[config.mk]
export PLATFORM = sky130hd
export DESIGN_NAME = spi_engine
export DESIGN_NICKNAME = d
export VERILOG_FILES = /design/src/spi_pkg.sv /design/src/spi_engine.sv
export SDC_FILE = /design/constraint.sdc
export NUM_CORES = 1
export LEC_CHECK = 0
export CAP_MARGIN = 25
export CORE_ASPECT_RATIO = 0.6
export CORE_MARGIN = 3
export CORE_UTILIZATION = 59
export DETAILED_ROUTE_END_ITERATION = 10
export DONT_BUFFER_PORTS = 1
export PLACE_DENSITY = 0.78
export SLEW_MARGIN = 20
export SYNTH_ARGS = -nofsm -noshare
export SYNTH_HDL_FRONTEND = slang
export SYNTH_SLANG_ARGS = --single-unit
[constraint.sdc]
create_clock -name sys_clk -period 4.3 [get_ports sys_clk]
set_input_delay 0.215 -clock sys_clk [delete_from_list [all_inputs] [get_ports sys_clk]]
set_output_delay 0.215 -clock sys_clk [all_outputs]
set_load 0.02 [all_outputs]
[src/spi_pkg.sv]
package spi_pkg;
   // Protocol field of block_control_reg and variant field of interface_control_reg
   localparam int FLD_LO = 24;
   localparam logic [1:0] PROTO_SPI = 2'h1;
   localparam logic [1:0] VAR_SEL = 2'h0;
   localparam logic [1:0] VAR_PULSE = 2'h1;
   localparam logic [1:0] VAR_HALF = 2'h2;
   // Single bits of interface_control_reg
   localparam int BIT_PRECEDE = 1;
   localparam int BIT_CPHA = 2;
   localparam int BIT_CPOL = 3;
   // Frame length limits and reset value
   localparam logic [4:0] LEN_MIN = 5'h04;
   localparam logic [4:0] LEN_MAX = 5'h10;
   localparam logic [4:0] LEN_DEF = 5'h08;
   // System clocks per half serial bit when master
   localparam logic [7:0] HALF_DIV_DEF = 8'h04;
   localparam int NUM_SS = 4;

   // Master sequencer, Gray along idle, pulse bit, data
   typedef enum logic [1:0] {M_IDLE = 2'h0, M_PRE = 2'h1, M_DATA = 2'h3} mst_t;

   // Decoded configuration
   typedef struct packed {
      logic on;
      logic mot;
      logic ti;
      logic ns;
      logic cpol;
      logic cpha;
      logic precede;
   } cfg_t;

   // Whole engine state
   typedef struct packed {
      mst_t st;
      logic h;
      logic [7:0] div;
      logic [5:0] bitc;
      logic chain;
      logic act;
      logic skip;
      logic have;
      logic [15:0] tx_sh;
      logic [15:0] rx_sh;
      logic [15:0] rx_data;
      logic rx_valid;
      logic [4:0] tx_len;
      logic [4:0] rx_len;
      logic [3:0] s1;
      logic [3:0] s2;
      logic s3;
      logic sclk;
      logic mosi;
      logic miso;
      logic [NUM_SS-1:0] ss;
   } eng_t;
endpackage : spi_pkg

[src/spi_engine.sv]
`timescale 1ns/100ps
// How it works
// - Master starts every transfer and drives one of four select lines.
// - Frame length 4 to 16 bits, 8 after reset.
// - Bit order MSB first or LSB first, selectable.
// - Select-framed: select low across back-to-back frames, high when idle.
// - Select-framed slave counts bits itself to split frames.
// - Master idles clock low for polarity 0, high for polarity 1.
// - Phase 0 samples on leading edge, phase 1 on trailing edge.
// - Modes 0,3 drive falling capture rising; modes 1,2 the reverse.
// - Phase 0 puts first bit on the line before the first edge.
// - Engine runs when block control bits 25:24 hold 01 and the variant is not 11.
// - Variant 00 select-framed, 01 pulse-framed.
// - Interface control bit 2 phase, bit 3 polarity.
// - Pulse-framed select is an active-high pulse of one bit.
// - Bit 1 puts pulse one bit early when 1, on first bit when 0.
// - Early pulse of next frame overlaps last bit of current frame.
// - Pulse-framed uses only mode 1.
// - Half-duplex: master sends then receives; lengths set independently.
// - Half-duplex: one idle bit between send and receive, none between transfers.
// - Half-duplex uses only mode 0.
// - Variant 10 selects half-duplex.
module spi_engine #(
   parameter logic [7:0] HALF_DIV = spi_pkg::HALF_DIV_DEF // Clocks per half bit
) (
   input logic sys_clk, // 100 MHz system clock
   input logic rst_n, // Synchronous reset, active low
   input logic [31:0] block_control_reg, // Block control word
   input logic [31:0] interface_control_reg, // Interface control word
   input logic master_mode, // 1 master, 0 slave
   input logic lsb_first, // Bit order select
   input logic [1:0] ss_index, // Slave addressed as master
   input logic len_we, // Load both frame lengths
   input logic [4:0] tx_len_in, // Send length, or full frame
   input logic [4:0] rx_len_in, // Half-duplex reply length
   input logic [15:0] tx_data, // Next frame to send
   input logic tx_valid, // Next frame present
   output logic tx_ready, // Frame taken this cycle
   output logic [15:0] rx_data, // Last received frame
   output logic rx_valid, // One-cycle receive strobe
   output logic busy, // Transfer in progress
   input logic sclk_in, // Serial clock pin in
   output logic sclk_out, // Serial clock pin out
   output logic sclk_oe_n, // Serial clock enable, low drives
   input logic mosi_in, // Master-out pin in
   output logic mosi_out, // Master-out pin out
   output logic mosi_oe_n, // Master-out enable, low drives
   input logic miso_in, // Master-in pin in
   output logic miso_out, // Master-in pin out
   output logic miso_oe_n, // Master-in enable, low drives
   input logic ss_in, // Select pin seen as slave
   output logic [spi_pkg::NUM_SS-1:0] ss_out // Selects: low active, pulse-framed high
);
   import spi_pkg::*;

   eng_t r;
   eng_t n;
   cfg_t c;
   logic tick;
   logic rise;
   logic fall;
   logic se;
   logic de;
   logic pulse;
   logic [5:0] last;
   logic [15:0] nrx;
   logic [8:0] plen;

   function automatic logic [4:0] clamp(input logic [4:0] l);
      clamp = (l < LEN_MIN) ? LEN_MIN : ((l > LEN_MAX) ? LEN_MAX : l);
   endfunction : clamp

   function automatic logic pick(input logic [15:0] sh, input logic [4:0] len, input logic lsb);
      pick = lsb ? sh[0] : sh[4'(len - 5'h01)];
   endfunction : pick

   function automatic logic [15:0] push(input logic [15:0] sh, input logic b,
                                        input logic [4:0] len, input logic lsb);
      // Bits above the frame are cleared first, else stale ones slide into it
      push = lsb ? (((sh & (16'hffff >> (5'h10 - len))) >> 1) | (16'(b) << (len - 5'h01)))
             : {sh[14:0], b};
   endfunction : push

   function automatic logic [15:0] keep(input logic [15:0] sh, input logic [4:0] len);
      keep = sh & (16'hffff >> (5'h10 - len));
   endfunction : keep

   // Configuration decode; fixed modes forced for the two other variants
   always_comb begin
      c.on = (block_control_reg[FLD_LO+1:FLD_LO] == PROTO_SPI)
             && (interface_control_reg[FLD_LO+1:FLD_LO] != 2'h3);
      c.mot = interface_control_reg[FLD_LO+1:FLD_LO] == VAR_SEL;
      c.ti = interface_control_reg[FLD_LO+1:FLD_LO] == VAR_PULSE;
      c.ns = interface_control_reg[FLD_LO+1:FLD_LO] == VAR_HALF;
      // phase and polarity bits; force modes 1 and 0
      c.cpol = c.mot & interface_control_reg[BIT_CPOL];
      c.cpha = c.ti | (c.mot & interface_control_reg[BIT_CPHA]);
      c.precede = interface_control_reg[BIT_PRECEDE];
   end

   // Bit index of the final bit of a frame
   assign last = c.ns ? ({1'b0, r.tx_len} + {1'b0, r.rx_len}) : ({1'b0, r.tx_len} - 6'h01);
   assign tick = r.div == (HALF_DIV - 8'h01);
   // Only the second synchroniser stage and the copy behind it are read
   assign rise = r.s2[0] & ~r.s3;
   assign fall = ~r.s2[0] & r.s3;
   // capture edge rises for modes 0 and 3, falls for 1 and 2
   assign se = (c.cpol ~^ c.cpha) ? rise : fall;
   assign de = (c.cpol ~^ c.cpha) ? fall : rise;

   // Next state of the whole engine
   always_comb begin
      n = r;
      tx_ready = 1'b0;
      pulse = 1'b0;
      nrx = r.rx_sh;
      n.rx_valid = 1'b0;
      n.s1 = {miso_in, ss_in, mosi_in, sclk_in};
      n.s2 = r.s1;
      n.s3 = r.s2[0];
      // lengths clamped to the legal range
      if (len_we) begin
         n.tx_len = clamp(tx_len_in);
         n.rx_len = clamp(rx_len_in);
      end
      if (!c.on) begin
         n.st = M_IDLE;
         n.act = 1'b0;
         n.chain = 1'b0;
      end else if (master_mode) begin
         // only the master starts a frame
         if (r.st == M_IDLE) begin
            n.h = 1'b0;
            n.div = 8'h00;
            if (tx_valid) begin
               tx_ready = 1'b1;
               n.tx_sh = tx_data;
               n.bitc = 6'h00;
               n.chain = 1'b0;
               // early pulse gets a bit of its own
               n.st = (c.ti && c.precede) ? M_PRE : M_DATA;
            end
         end else begin
            n.div = tick ? 8'h00 : r.div + 8'h01;
            if (tick) begin
               n.h = ~r.h;
            end
            // sample mid-bit, on leading edge for phase 0, trailing for 1
            if (tick && !r.h && r.st == M_DATA && (!c.ns || r.bitc > {1'b0, r.tx_len})) begin
               n.rx_sh = push(r.rx_sh, r.s2[3], c.ns ? r.rx_len : r.tx_len, lsb_first);
            end
            if (tick && r.h) begin
               if (r.st == M_PRE) begin
                  n.st = M_DATA;
               end else if (r.bitc == last) begin
                  n.rx_data = keep(r.rx_sh, c.ns ? r.rx_len : r.tx_len);
                  n.rx_valid = 1'b1;
                  // next frame follows at once; no idle bit between transfers
                  if (tx_valid) begin
                     tx_ready = 1'b1;
                     n.tx_sh = tx_data;
                     n.bitc = 6'h00;
                     n.chain = 1'b0;
                     n.st = (c.ti && c.precede && !r.chain) ? M_PRE : M_DATA;
                  end else begin
                     n.st = M_IDLE;
                  end
               end else begin
                  n.tx_sh = lsb_first ? (r.tx_sh >> 1) : (r.tx_sh << 1);
                  n.bitc = r.bitc + 6'h01;
                  // pulse for the next frame rides on the final bit
                  if (c.ti && c.precede && r.bitc + 6'h01 == last) begin
                     n.chain = tx_valid;
                  end
               end
            end
         end
      end else begin
         n.st = M_IDLE;
         // slave timing comes from pin clock edges seen through the sys_clk synchronisers
         if (!c.ti && r.s2[2]) begin
            n.act = 1'b0;
         end else if (!c.ti && !r.act) begin
            n.act = 1'b1;
            n.bitc = 6'h00;
            n.skip = c.cpha | c.ns;
         end
         if (!r.act && !r.have && tx_valid) begin
            tx_ready = 1'b1;
            n.tx_sh = tx_data;
            n.have = 1'b1;
         end
         if (se && (r.act || (c.ti && r.s2[2]))) begin
            // slave counts bits to find frame ends
            if (c.ti && r.s2[2] && c.precede) begin
               if (r.act && r.bitc == last) begin
                  nrx = push(r.rx_sh, r.s2[1], r.tx_len, lsb_first);
                  n.rx_data = keep(nrx, r.tx_len);
                  n.rx_valid = 1'b1;
                  tx_ready = tx_valid;
                  n.tx_sh = tx_valid ? tx_data : 16'h0000;
                  n.have = tx_valid;
               end
               n.act = 1'b1;
               n.bitc = 6'h00;
               n.skip = 1'b1;
            end else begin
               n.act = 1'b1;
               n.skip = 1'b0;
               n.bitc = (c.ti && r.s2[2]) ? 6'h00 : r.bitc;
               if (!c.ns || n.bitc < {1'b0, r.tx_len}) begin
                  nrx = push(r.rx_sh, r.s2[1], r.tx_len, lsb_first);
               end
               if (n.bitc == last) begin
                  n.rx_data = keep(nrx, r.tx_len);
                  n.rx_valid = 1'b1;
                  tx_ready = tx_valid;
                  n.tx_sh = tx_valid ? tx_data : 16'h0000;
                  n.have = tx_valid;
                  n.bitc = 6'h00;
                  n.skip = 1'b1;
                  n.act = ~c.ti;
               end else begin
                  n.bitc = n.bitc + 6'h01;
               end
            end
            n.rx_sh = nrx;
         end else if (de && r.act && (!c.ns || r.bitc > {1'b0, r.tx_len})) begin
            // first bit already loaded, so the first drive edge holds it
            if (r.skip) begin
               n.skip = 1'b0;
            end else begin
               n.tx_sh = lsb_first ? (r.tx_sh >> 1) : (r.tx_sh << 1);
            end
         end
         if (!c.ti && r.s2[2]) begin
            n.have = r.have & r.act ? 1'b0 : r.have;
         end
      end
      // one-bit pulse; early or on first bit; on final bit
      pulse = c.ti && master_mode && c.on && ((n.st == M_PRE)
              || (n.st == M_DATA && n.chain && n.bitc == last)
              || (n.st == M_DATA && !c.precede && n.bitc == 6'h00));
      // idle level is polarity; no edges while idle
      n.sclk = (n.st == M_IDLE) ? c.cpol : (c.cpol ^ (c.cpha ? ~n.h : n.h));
      // same order on both paths; miso uses the reply length in half-duplex
      n.mosi = pick(n.tx_sh, r.tx_len, lsb_first);
      n.miso = pick(n.tx_sh, c.ns ? r.rx_len : r.tx_len, lsb_first);
      // one select per slave; select-framed low while moving data, else high; pulse-framed carries the pulse
      for (int i = 0; i < NUM_SS; i++) begin
         n.ss[i] = c.ti ? (pulse && ss_index == 2'(i))
                   : ~(master_mode && n.st != M_IDLE && ss_index == 2'(i));
      end
   end

   // State register
   always_ff @(posedge sys_clk) begin
      if (!rst_n) begin
         r <= '{st: M_IDLE, tx_len: LEN_DEF, rx_len: LEN_DEF, ss: '1, skip: 1'b1, default: '0};
      end else begin
         r <= n;
      end
   end

   // Pins: master drives clock and data out, slave drives reply when addressed or when pulse-framed
   assign sclk_out = r.sclk;
   assign sclk_oe_n = ~(c.on & master_mode);
   assign mosi_out = r.mosi;
   assign mosi_oe_n = ~(c.on & master_mode);
   assign miso_out = r.miso;
   assign miso_oe_n = ~(c.on & ~master_mode & (c.ti | ~r.s2[2]));
   assign ss_out = r.ss;
   assign rx_data = r.rx_data;
   assign rx_valid = r.rx_valid;
   assign busy = (r.st != M_IDLE) | r.act;

   // Length of the select pulse, read only by the check below
   always_ff @(posedge sys_clk) begin
      if (!rst_n) begin
         plen <= 9'h000;
      end else begin
         plen <= r.ss[ss_index] ? plen + 9'h001 : 9'h000;
      end
   end
endmodule : spi_engine

==> Yosys cells after proc, flatten, opt, wreduce, memory -nomap -nowiden <==
Cells that the tools add are included.
{ "totals": {"ff_bits": 96, "in_bits": 102, "out_inout_bits": 29, "word_cells": 266} }
{ "classes": {"addsub": 9, "order_cmp": 8, "eq_ne": 23, "n_shift": 4, "n_mux": 105, "bitwise": 33, "n_reduce_logical": 63} }
{ "op_table": {"columns": ["cell", "n"], "rows": [
  ["2-to-1 mux 16 bit", 20],
  ["2-to-1 mux 17 bit", 8],
  ["2-to-1 mux 49 bit", 2],
  ["2-to-1 mux 33 bit", 2],
  ["bitwise AND 16 bit", 4],
  ["2-to-1 mux 6 bit", 8],
  ["2-to-1 mux 19 bit", 2],
  ["2-to-1 mux 1 bit", 36],
  ["logical AND 1 bit", 34],
  ["OR 15 x 16 -> 16 bit", 2],
  ["<< shifter 1 x 5 -> 16 bit", 2],
  [">> shifter 16 x 5 -> 16 bit, first input constant", 2],
  ["2-to-1 mux 7 bit", 4],
  ["2-to-1 mux 5 bit", 5],
  ["equality test 6 bit", 4],
  ["2-to-1 mux 2 bit", 11],
  ["2-to-1 mux 18 bit", 1],
  ["2-to-1 mux 15 bit", 1],
  ["NOT 1 bit", 13],
  ["adder 6 x 1 -> 6 bit, second input constant", 2],
  ["equality test 2 x 1 -> 1 bit, second input constant", 5],
  ["equality test 2 bit, second input constant", 5],
  ["greater-than comparator 5 bit, second input constant", 2],
  ["less-than comparator 4 x 5 -> 1 bit, second input constant", 2],
  ["other kinds (30)", 68]
]} }

==> Logic depth before layout (Yosys ltp) <==
Gate-level depths: netlist of run 1.
{ "logic_depth": {"depth_word": 19, "depth_mapped": 19, "depth_no_buf": 15} }

==> Worst setup path after synthesis of run 1 <==
OpenSTA, ideal clock, no wires.
{ "synth_timing": {"path_type": "in2reg", "from": "in interface_control_reg[25]", "to": "reg r (netlist bit ss_out[0])", "setup_time_ns": 0.096, "arrival_time_ns": 4.466, "required_time_ns": 4.204, "slack_ns": -0.262, "stages": 18, "path_buffers": 3, "path_cell_list": "clkbuf_1 > nor2b_1 > clkbuf_1 > nand2b_1 > ha_1 > fa_1 > xor2_2 > xnor2_1 > or3_4 > or2_0 > buf_6 > o21ai_4 > o221ai_2 > a221o_1 > or3_1 > o41ai_2 > a21oi_1 > o41ai_2"} }
{ "synth_via": {"elab_chain_cells": 19, "word_cells_on_any_way": 68, "classes_between": "add/sub: 1; eq/ne: 9; mux: 27; bitwise: 5; reduce/logical: 26"} }
{ "synth_rtl": {"columns": ["element", "line", "rtl"], "rows": [
  ["start: declaration", "spi_engine.sv:29", "input logic [31:0] interface_control_reg,"],
  ["parallel branches: the longest is 18 deep, another holds adder 6 x 1 -> 6 bit", null, null],
  ["2-to-1 mux 1 bit *", "spi_engine.sv:251", "n.ss[i] = c.ti ? (pulse && ss_index == 2'(i))"],
  ["end signal: assignment", "spi_engine.sv:261", "r <= n;"],
  ["end: declaration", "spi_engine.sv:56", "eng_t r;"]
]} }
Every way passes the cells marked *.
A chain may end at the register's enable or synchronous reset.

==> Final worst setup path of run 1 <==
{ "layout_timing": {"from": "reg r[16] (netlist name)", "to": "reg r (netlist bit ss_out[0])"} }
{ "layout_via": {"elab_chain_cells": 18, "word_cells_on_any_way": 40, "classes_between": "add/sub: 1; eq/ne: 6; mux: 19; bitwise: 1; reduce/logical: 13"} }
{ "layout_rtl": {"columns": ["element", "line", "rtl"], "rows": [
  ["adder 5 x 5 -> 6 bit *", "spi_engine.sv:102", "assign last = c.ns ? ({1'b0, r.tx_len} + {1'b0, r.rx_len}) : ({1'b0, r.tx_len} - 6'h01);"],
  ["2-to-1 mux 6 bit *", "spi_engine.sv:102", null],
  ["equality test 6 bit", "spi_engine.sv:172", "if (c.ti && c.precede && r.bitc + 6'h01 == last) begin"],
  ["logical AND 1 bit", "spi_engine.sv:172", null],
  ["2-to-1 mux 1 bit", "spi_engine.sv:172", null],
  ["2-to-1 mux 7 bit", "spi_engine.sv:155", "end else if (r.bitc == last) begin"],
  ["2-to-1 mux 7 bit", "spi_engine.sv:153", "if (r.st == M_PRE) begin"],
  ["2-to-1 mux 7 bit", "spi_engine.sv:152", "if (tick && r.h) begin"],
  ["2-to-1 mux 18 bit", "spi_engine.sv:132", "if (r.st == M_IDLE) begin"],
  ["2-to-1 mux 1 bit", "spi_engine.sv:130", "end else if (master_mode) begin"],
  ["2-to-1 mux 2 bit", "spi_engine.sv:126", "if (!c.on) begin"],
  ["logical AND 1 bit (2 in a row)", "spi_engine.sv:242", "|| (n.st == M_DATA && n.chain && n.bitc == last)"],
  ["logical OR 1 bit", "spi_engine.sv:242", null],
  ["logical OR 1 bit", "spi_engine.sv:243", "|| (n.st == M_DATA && !c.precede && n.bitc == 6'h00));"],
  ["logical AND 1 bit", "spi_engine.sv:241", "pulse = c.ti && master_mode && c.on && ((n.st == M_PRE)"],
  ["logical AND 1 bit", "spi_engine.sv:251", null],
  ["2-to-1 mux 1 bit *", "spi_engine.sv:251", null]
]} }
Mark *: on every way between the ends. The rest lies on a longest branch, timed or not.

==> qor.yml, run 1 <==
run_status:
  run_status: "finished clean"
power_and_ir_drop:
  ir_drop_uv: 210
  leakage_nw: 3.86
  power_density_nw_per_um2: 248
  power_mw: 2.50
sta:
  max-slew-margin-rel: 0.364
  finalMaxSlewViolations: 0
  fmax_mhz: 237
  worst_pin_slew_ps: 947
  period_share: 0.980
  fin_crit_ps: 4210
  finalClockSkew_ps: 13.2
  finalSetupViolCount: 0
  hold_viol_final: 0
yosys:
  ys_ff_latch: 96
  synth.most_common_cell: "nor2_1"
  ys_top_cells_by_count: "nor2_1 (137), nand2_1 (132), dfxtp_1 (96)"
  async_flop_share: 0
  synth.distinct_cells: 87
  synth.top_cell.area_share: 0.215
  synth_flop_cell: "dfxtp_1"
  syn_area_sq_um: 8950
  syn_inst: 1254
  yosysSeqAreaShare: 0.215
  avgSynthCellArea_sq_um: 7.14
  synth_area_leaders: "dfxtp_1 (21%), nor2_1 (5.7%), nand2_1 (5.5%)"
  synthesis.nets: 1384
  synth_edf_count: 0
  yosysWarnings: 0
  yosysTopAreaCell: "dfxtp_1"
place:
  hpwl_um: 27700
  io_buffers: 0
  gp_congestion: 1.08
global_routing:
  grt_use_met1: 0.643
  antenna_found_initial: 1
  grtUsageTotal: 0.445
  grt_max_degree: 46
  grt_pass1_vias: 9732
  grt_use_met3: 0.242
  busiest_layer: "met1"
  grt_pass1_wl_um: 57200
  gr-total-overflow: 0
  grt_util_met2: 0.565
worst_setup_path:
  crit_chain: "nand2b_1 -> ha_2 -> fa_2 -> xor2_2 -> xnor2_2 -> or3_4 -> or2_4 -> buf_8 -> o21ai_4 -> o221ai_2 -> a221o_1 -> or3_4 -> o41ai_4 -> a21oi_2 -> buf_4 -> o41ai_2"
  path_class: "flop to flop"
  max_stage_delay_ps: 390
  worstPathRequired_ps: 4550
  arrival_ps: 4460
  critPathTopFamily: "compound AO/OA/AOI/OAI gates"
  cp_max_fo: 7
  start_kind: "flop"
  cp_num_buf_inv: 2
  end_kind: "flop"
  crit_top_cell: "or3_4"
  slowest_stage: "a221o_1"
drt:
  drtIter0Drc: 2032
  vias: 10824
  drtAntennaViolNets: 0
  routed_wl_um: 38100
  drt_first_pass_iters: 11
  vias_per_cell: 7.30
  drc_errors: 0
  post_drt_wl_per_cell_um: 25.7
floorplan:
  fp.dieW_um: 165
  coreArea_sq_um: 14700
  die_area_sq_um: 16700
  num_rows: 34
  pin_count: 131
  start_util: 0.610
  die_h_um: 101
clock_network:
  clock_latency_ps: 360
  tritoncts: "yes"
  cts_buffers: 9
  clockBufferDepth: 2
  root_buffer: "clkbuf_16"
  htreeDepth: 3
  clk_pin_slew_worst_paths_ps: 70
  clock-sinks: 96
job:
  cap_violations: 0
final_layout:
  fin_nets: 1409
  drive_above_1_share: 0.131
  post-route-util: 0.686
  syn_to_final_growth_pct: 12.4
hold_path:
  hold_class: "primary input to flop"
cell type report:
| cell class | count | area [sq um] |
|---|---|---|
| flip-flops and latches | 96 | 1920 |
| clock buffers | 9 | 225 |
| inverters | 46 | 173 |
| repair buffers | 113 | 906 |
| multi-input cells | 1013 | 6500 |
| diodes | 1 | 2.50 |
| well taps | 198 | 248 |
| clock inverters | 6 | 92.6 |
| fillers | 1250 | 4610 |
state kept, by name (all words and copies together) (netlist names):
register,cells
miso_out,1
sclk_out,1
r,67
ss_out,4
rx_data,16
mosi_out,1
n,5
rx_valid,1
power breakdown:
group	internal [mW]	total, mW	switching [mW]	leakage (nW)
registers	0.909	0.940	0.0305	0.780
clock network	0.511	0.909	0.398	0.148
logic	0.236	0.651	0.415	2.93
total	1.66	2.50	0.843	3.86
cell usage in the layout, fill, tap and decap left out, types with 7 or more instances in the layout:
cell	synthesis	final
a211oi_1	17	17
a21o_1	12	12
a21oi_1	83	82
a221oi_1	7	7
a22oi_1	24	24
a311oi_1	7	7
a31oi_1	25	25
a32oi_1	7	7
and2_1	36	36
and3_1	17	17
buf_4	21	100
clkbuf_16	0	9
dfxtp_1	96	95
dlygate4sd3_1	0	10
ha_1	27	25
inv_1	44	44
mux2_2	10	10
mux2i_1	41	41
nand2_1	132	132
nand2b_1	10	10
nand3_1	46	46
nand4_1	20	20
nor2_1	137	136
nor2b_1	12	11
nor3_1	37	33
nor3b_1	10	10
o211a_1	7	7
o211ai_1	15	15
o21ai_0	76	74
o221ai_1	12	11
o22ai_1	20	20
o31ai_1	11	10
or3_1	11	10
xnor2_1	22	20
xor2_1	12	12
worst reg2reg max path: stages, from the launching register on:
cell and delay, ps:
dfxtp_2 330, nand2b_1 140, ha_2 190, fa_2 370, xor2_2 180, xnor2_2 150, or3_4 360, or2_4 260
buf_8 160, o21ai_4 240, o221ai_2 120, a221o_1 390, or3_4 360, o41ai_4 310, a21oi_2 60, buf_4 170
o41ai_2 330
cell families after synthesis:
logic type      share of synthesized area
compound gates                      0.309
xor+xnor                           0.0401
simple gates                        0.267
mux                                0.0584
buf+inv                            0.0711
flops                               0.215
fa+ha+maj                          0.0400
timing repair:
| action | in CTS | in global routing |
|---|---|---|
| pin swaps | 1 | 12 |
| endpoints found under the setup margin | 3 | 6 |
| resized for setup | 2 | 22 |
| setup buffers | 0 | 6 |
| gates cloned | 0 | 0 |
| endpoints found under the hold margin | 31 | 0 |
| hold buffers | 11 | 0 |
final timing paths:
path / from / end / slack, ps / cells after the start
worst min-delay path: tx_len_in[0] / r[21]$_SDFFE_PN0P_ / 4 / 2
worst max register to register: r[16]$_SDFFE_PN0P_ / ss_out[0]$_SDFF_PN1_ / 90 / 16
worst max-delay path: r[16]$_SDFFE_PN0P_ / ss_out[0]$_SDFF_PN1_ / 90 / 16
worst min register to register: n[9]$_SDFF_PN0_ / r[9]$_SDFF_PN0_ / 430 / 1
stage by stage:
step	hold slack [ps]	std cells	TNS, ps	worst slack (ps)	area, sq um
after detailed placement	306	1449	-59.8	-53.9	9480
after global routing	15.1	1482	-16.0	-16.0	10100
after global placement	286	1449	0	108	9480
final	3.73	1482	0	87.2	10100
after CTS	1.49	1475	0	29.0	9930
after floorplan	317	1254	0	16.5	8960
per-layer routing:
| metal | up-vias | wire [um] |
|---|---|---|
| li1 | 4674 | - |
| met1 | 4941 | 15400 |
| met2 | 1050 | 13700 |
| met3 | 159 | 7860 |
| met4 | 0 | 1070 |
| met5 | - | 0 |
No activity file was read; power rests on OpenSTA's default activity.
==> run 2: changes to the inputs <==
--- a/config.mk
+++ b/config.mk
@@ -6,9 +6,11 @@
 export NUM_CORES = 1
 export LEC_CHECK = 0
 export CAP_MARGIN = 25
+export CELL_PAD_IN_SITES_DETAIL_PLACEMENT = 0
+export CELL_PAD_IN_SITES_GLOBAL_PLACEMENT = 1
 export CORE_ASPECT_RATIO = 0.6
 export CORE_MARGIN = 3
-export CORE_UTILIZATION = 59
+export CORE_UTILIZATION = 43
 export DETAILED_ROUTE_END_ITERATION = 10
 export DONT_BUFFER_PORTS = 1
 export PLACE_DENSITY = 0.78
==> qor.yml, run 2 (synthesis results as in run 1) <==
run_status:
  run_status: "finished clean"
floorplan:
  die_h_um: 118  # +16%
  start_util: 0.443  # -0.167
  die_area_sq_um: 22600  # +35%
  coreArea_sq_um: 20200  # +38%
  num_rows: 40  # +18%
  fp.dieW_um: 192  # +17%
  pin_count: 131  # unchanged
sta:
  period_share: 0.973  # -0.00681
  fin_crit_ps: 4180  # -29.3 ps
  finalMaxSlewViolations: 0  # unchanged
  finalClockSkew_ps: 13.7  # +0.469 ps
  timing.hold.ws_ps: 1.51  # -2.22 ps
  fmax_mhz: 239  # +0.70%
  finalSetupViolCount: 0  # unchanged
  max-slew-margin-rel: 0.319  # -0.0456
  worst_pin_slew_ps: 1020  # +75.2 ps
  worst_slack_ps: 116  # +29.3 ps
  hold_viol_final: 0  # unchanged
power_and_ir_drop:
  power_mw: 2.41  # -3.8%
  swShare: 0.361  # +0.0237
  power_density_nw_per_um2: 236  # -5.0%
  leakage_nw: 3.89  # +0.66%
  p_int_mw: 1.54  # -7.2%
  p_comb_frac: 0.268  # +0.008
  p_sw_mw: 0.868  # +3.0%
  ir_drop_uv: 212  # +0.83%
  seqPwrFrac: 0.391  # +0.015
  p_clk_frac: 0.341  # -0.023
clock_network:
  cts_buffers: 9  # unchanged
  clockBufferDepth: 2  # unchanged
  clock-sinks: 96  # unchanged
  htreeDepth: 3  # unchanged
  tritoncts: "yes"
  clk_pin_slew_worst_paths_ps: 80  # about the same
  root_buffer: "clkbuf_16"
  clock_latency_ps: 380  # +20 ps
drt:
  drt_first_pass_iters: 6  # -5
  post_drt_wl_per_cell_um: 25.8  # +0.48%
  vias_per_cell: 6.70  # -8.3%
  drtIter0Drc: 1738  # -14%
  drc_errors: 0  # unchanged
  routed_wl_um: 40400  # +6.2%
  drtAntennaViolNets: 0  # unchanged
  vias: 10495  # -3.0%
global_routing:
  antenna_found_initial: 0  # -1
  grtUsageTotal: 0.348  # -0.0966
  grt_use_met3: 0.178  # -0.0637
  grt_max_degree: 43  # -6.5%
  grt_util_met2: 0.420  # -0.145
  grt_use_met1: 0.535  # -0.108
  busiest_layer: "met1"
  grt_pass1_vias: 9592  # -1.4%
  gr-total-overflow: 0  # unchanged
  grt_pass1_wl_um: 60100  # +5.2%
final_layout:
  layout_commonest_cell: "nor2_1"
  fin_area_sq_um: 10200  # +1.2%
  largest-register: "r"
  fin_nets: 1418  # +0.64%
  layout_common_cells: "nor2_1 (136), nand2_1 (132), buf_4 (105)"
  drive_above_1_share: 0.131  # +0.000534
  fin_cells: 1567  # +5.7%
  syn_to_final_growth_pct: 13.8
  largest_reg_flops: 67  # unchanged
hold_path:
  hp-start: "len_we"
  hold_class: "primary input to flop"
  hold_path_depth: 2  # unchanged
  worstHoldEndpoint: "r[18]$_SDFFE_PN0P_"
place:
  placed_area_sq_um: 9640  # +1.6%
  place_ws_ps: 21.0  # +74.9 ps
  hpwl_um: 30300  # +9.1%
  place_inst: 1530  # +5.6%
  gp_congestion: 1.05  # -2.8%
  io_buffers: 0  # unchanged
worst_setup_path:
  r2r-start: "r[16]$_SDFFE_PN0P_"
  path_class: "flop to flop"
  worstPathRequired_ps: 4580  # +30 ps
  start_kind: "flop"
  r2r_slack_ps: 120  # +30 ps
  arrival_ps: 4460  # about the same
  rr_worst_depth: 16  # unchanged
  cp_max_fo: 8  # +1
  end_kind: "flop"
  worstReg2RegEnd: "ss_out[1]$_SDFF_PN1_"
job:
  cap_violations: 0  # unchanged
[run 2: cell types whose count changed in the layout (fill, tap and decap cells not counted), moves of 2 or more]
cell	change
buf_4	+5
dlygate4sd3_1	+4
bufinv_16	-2
clkinv_2	+2
nor3_1	+2
nor3_2	-2
o21ai_1	-2
o21ai_2	+2
o31ai_1	-2
[run 2: worst max path at each step]
stage / start / endpoint / slack, ps / cells past startpoint
2_1_floorplan: interface_control_reg[24] / ss_out[0]$_SDFF_PN1_ / 20 / 18
3_3_place_gp: interface_control_reg[25] / ss_out[0]$_SDFF_PN1_ / 40 / 17
3_5_place_dp: interface_control_reg[25] / ss_out[3]$_SDFF_PN1_ / 20 / 17
4_1_cts: r[16]$_SDFFE_PN0P_ / ss_out[0]$_SDFF_PN1_ / 20 / 16
5_1_grt: r[86]$_SDFFE_PN0P_ / ss_out[1]$_SDFF_PN1_ / -120 / 16
6_report: r[16]$_SDFFE_PN0P_ / ss_out[1]$_SDFF_PN1_ / 120 / 16
[run 2: worst max-delay path, cell delays in order (launching register included)]
cell and delay [ps]:
dfxtp_1 310, nand2b_1 140, ha_2 180, fa_2 380, xor2_2 180, xnor2_2 160
or3_4 350, or2_4 260, buf_12 150, o21ai_4 210, o221ai_2 120, a221o_1 410
or3_1 400, o41ai_2 310, a21oi_1 80, buf_4 180, o31ai_1 290
[run 2: layout make-up]
cell class | count | area, sq um
diodes | 1 | 2.50
multi-input cells | 1013 | 6490
repair buffers | 122 | 988
clock buffers | 10 | 229
flip-flops and latches | 96 | 1920
fillers | 2056 | 10000
clock inverters | 6 | 43.8
well taps | 273 | 342
inverters | 46 | 173
[run 2: layer usage]
layer | vias up | wire, um
met2 | 817 | 14300
met3 | 75 | 6890
li1 | 4698 | -
met4 | 0 | 688
met5 | - | 0
met1 | 4905 | 18500
[run 2: power by group through the flow]
| stage | combinational (mW) | clock (mW) | sequential [mW] |
|---|---|---|---|
| 5_1_grt | 0.683 | 0.858 | 0.942 |
| 3_5_place_dp | 0.589 | 0 | 0.960 |
| 4_1_cts | 0.611 | 0.824 | 0.939 |
| 2_1_floorplan | 0.409 | 0 | 0.947 |
| 6_report | 0.644 | 0.821 | 0.940 |
| 3_3_place_gp | 0.590 | 0 | 0.959 |
[run 2: metrics by stage]
stage / util / setup TNS, ps
final: 0.504 / 0
after global routing: 0.504 / -243
after CTS: 0.498 / 0
after detailed placement: 0.477 / 0
after global placement: 0.477 / 0
after floorplan: - / 0
[run 2: timing repair]
| action | in CTS | in global routing |
|---|---|---|
| hold buffers | 15 | 0 |
| buffers inserted | 0 | 5 |
| endpoints found under the setup margin | 0 | 7 |
| gates resized for setup | 0 | 20 |
| endpoints found under the hold margin | 34 | 0 |
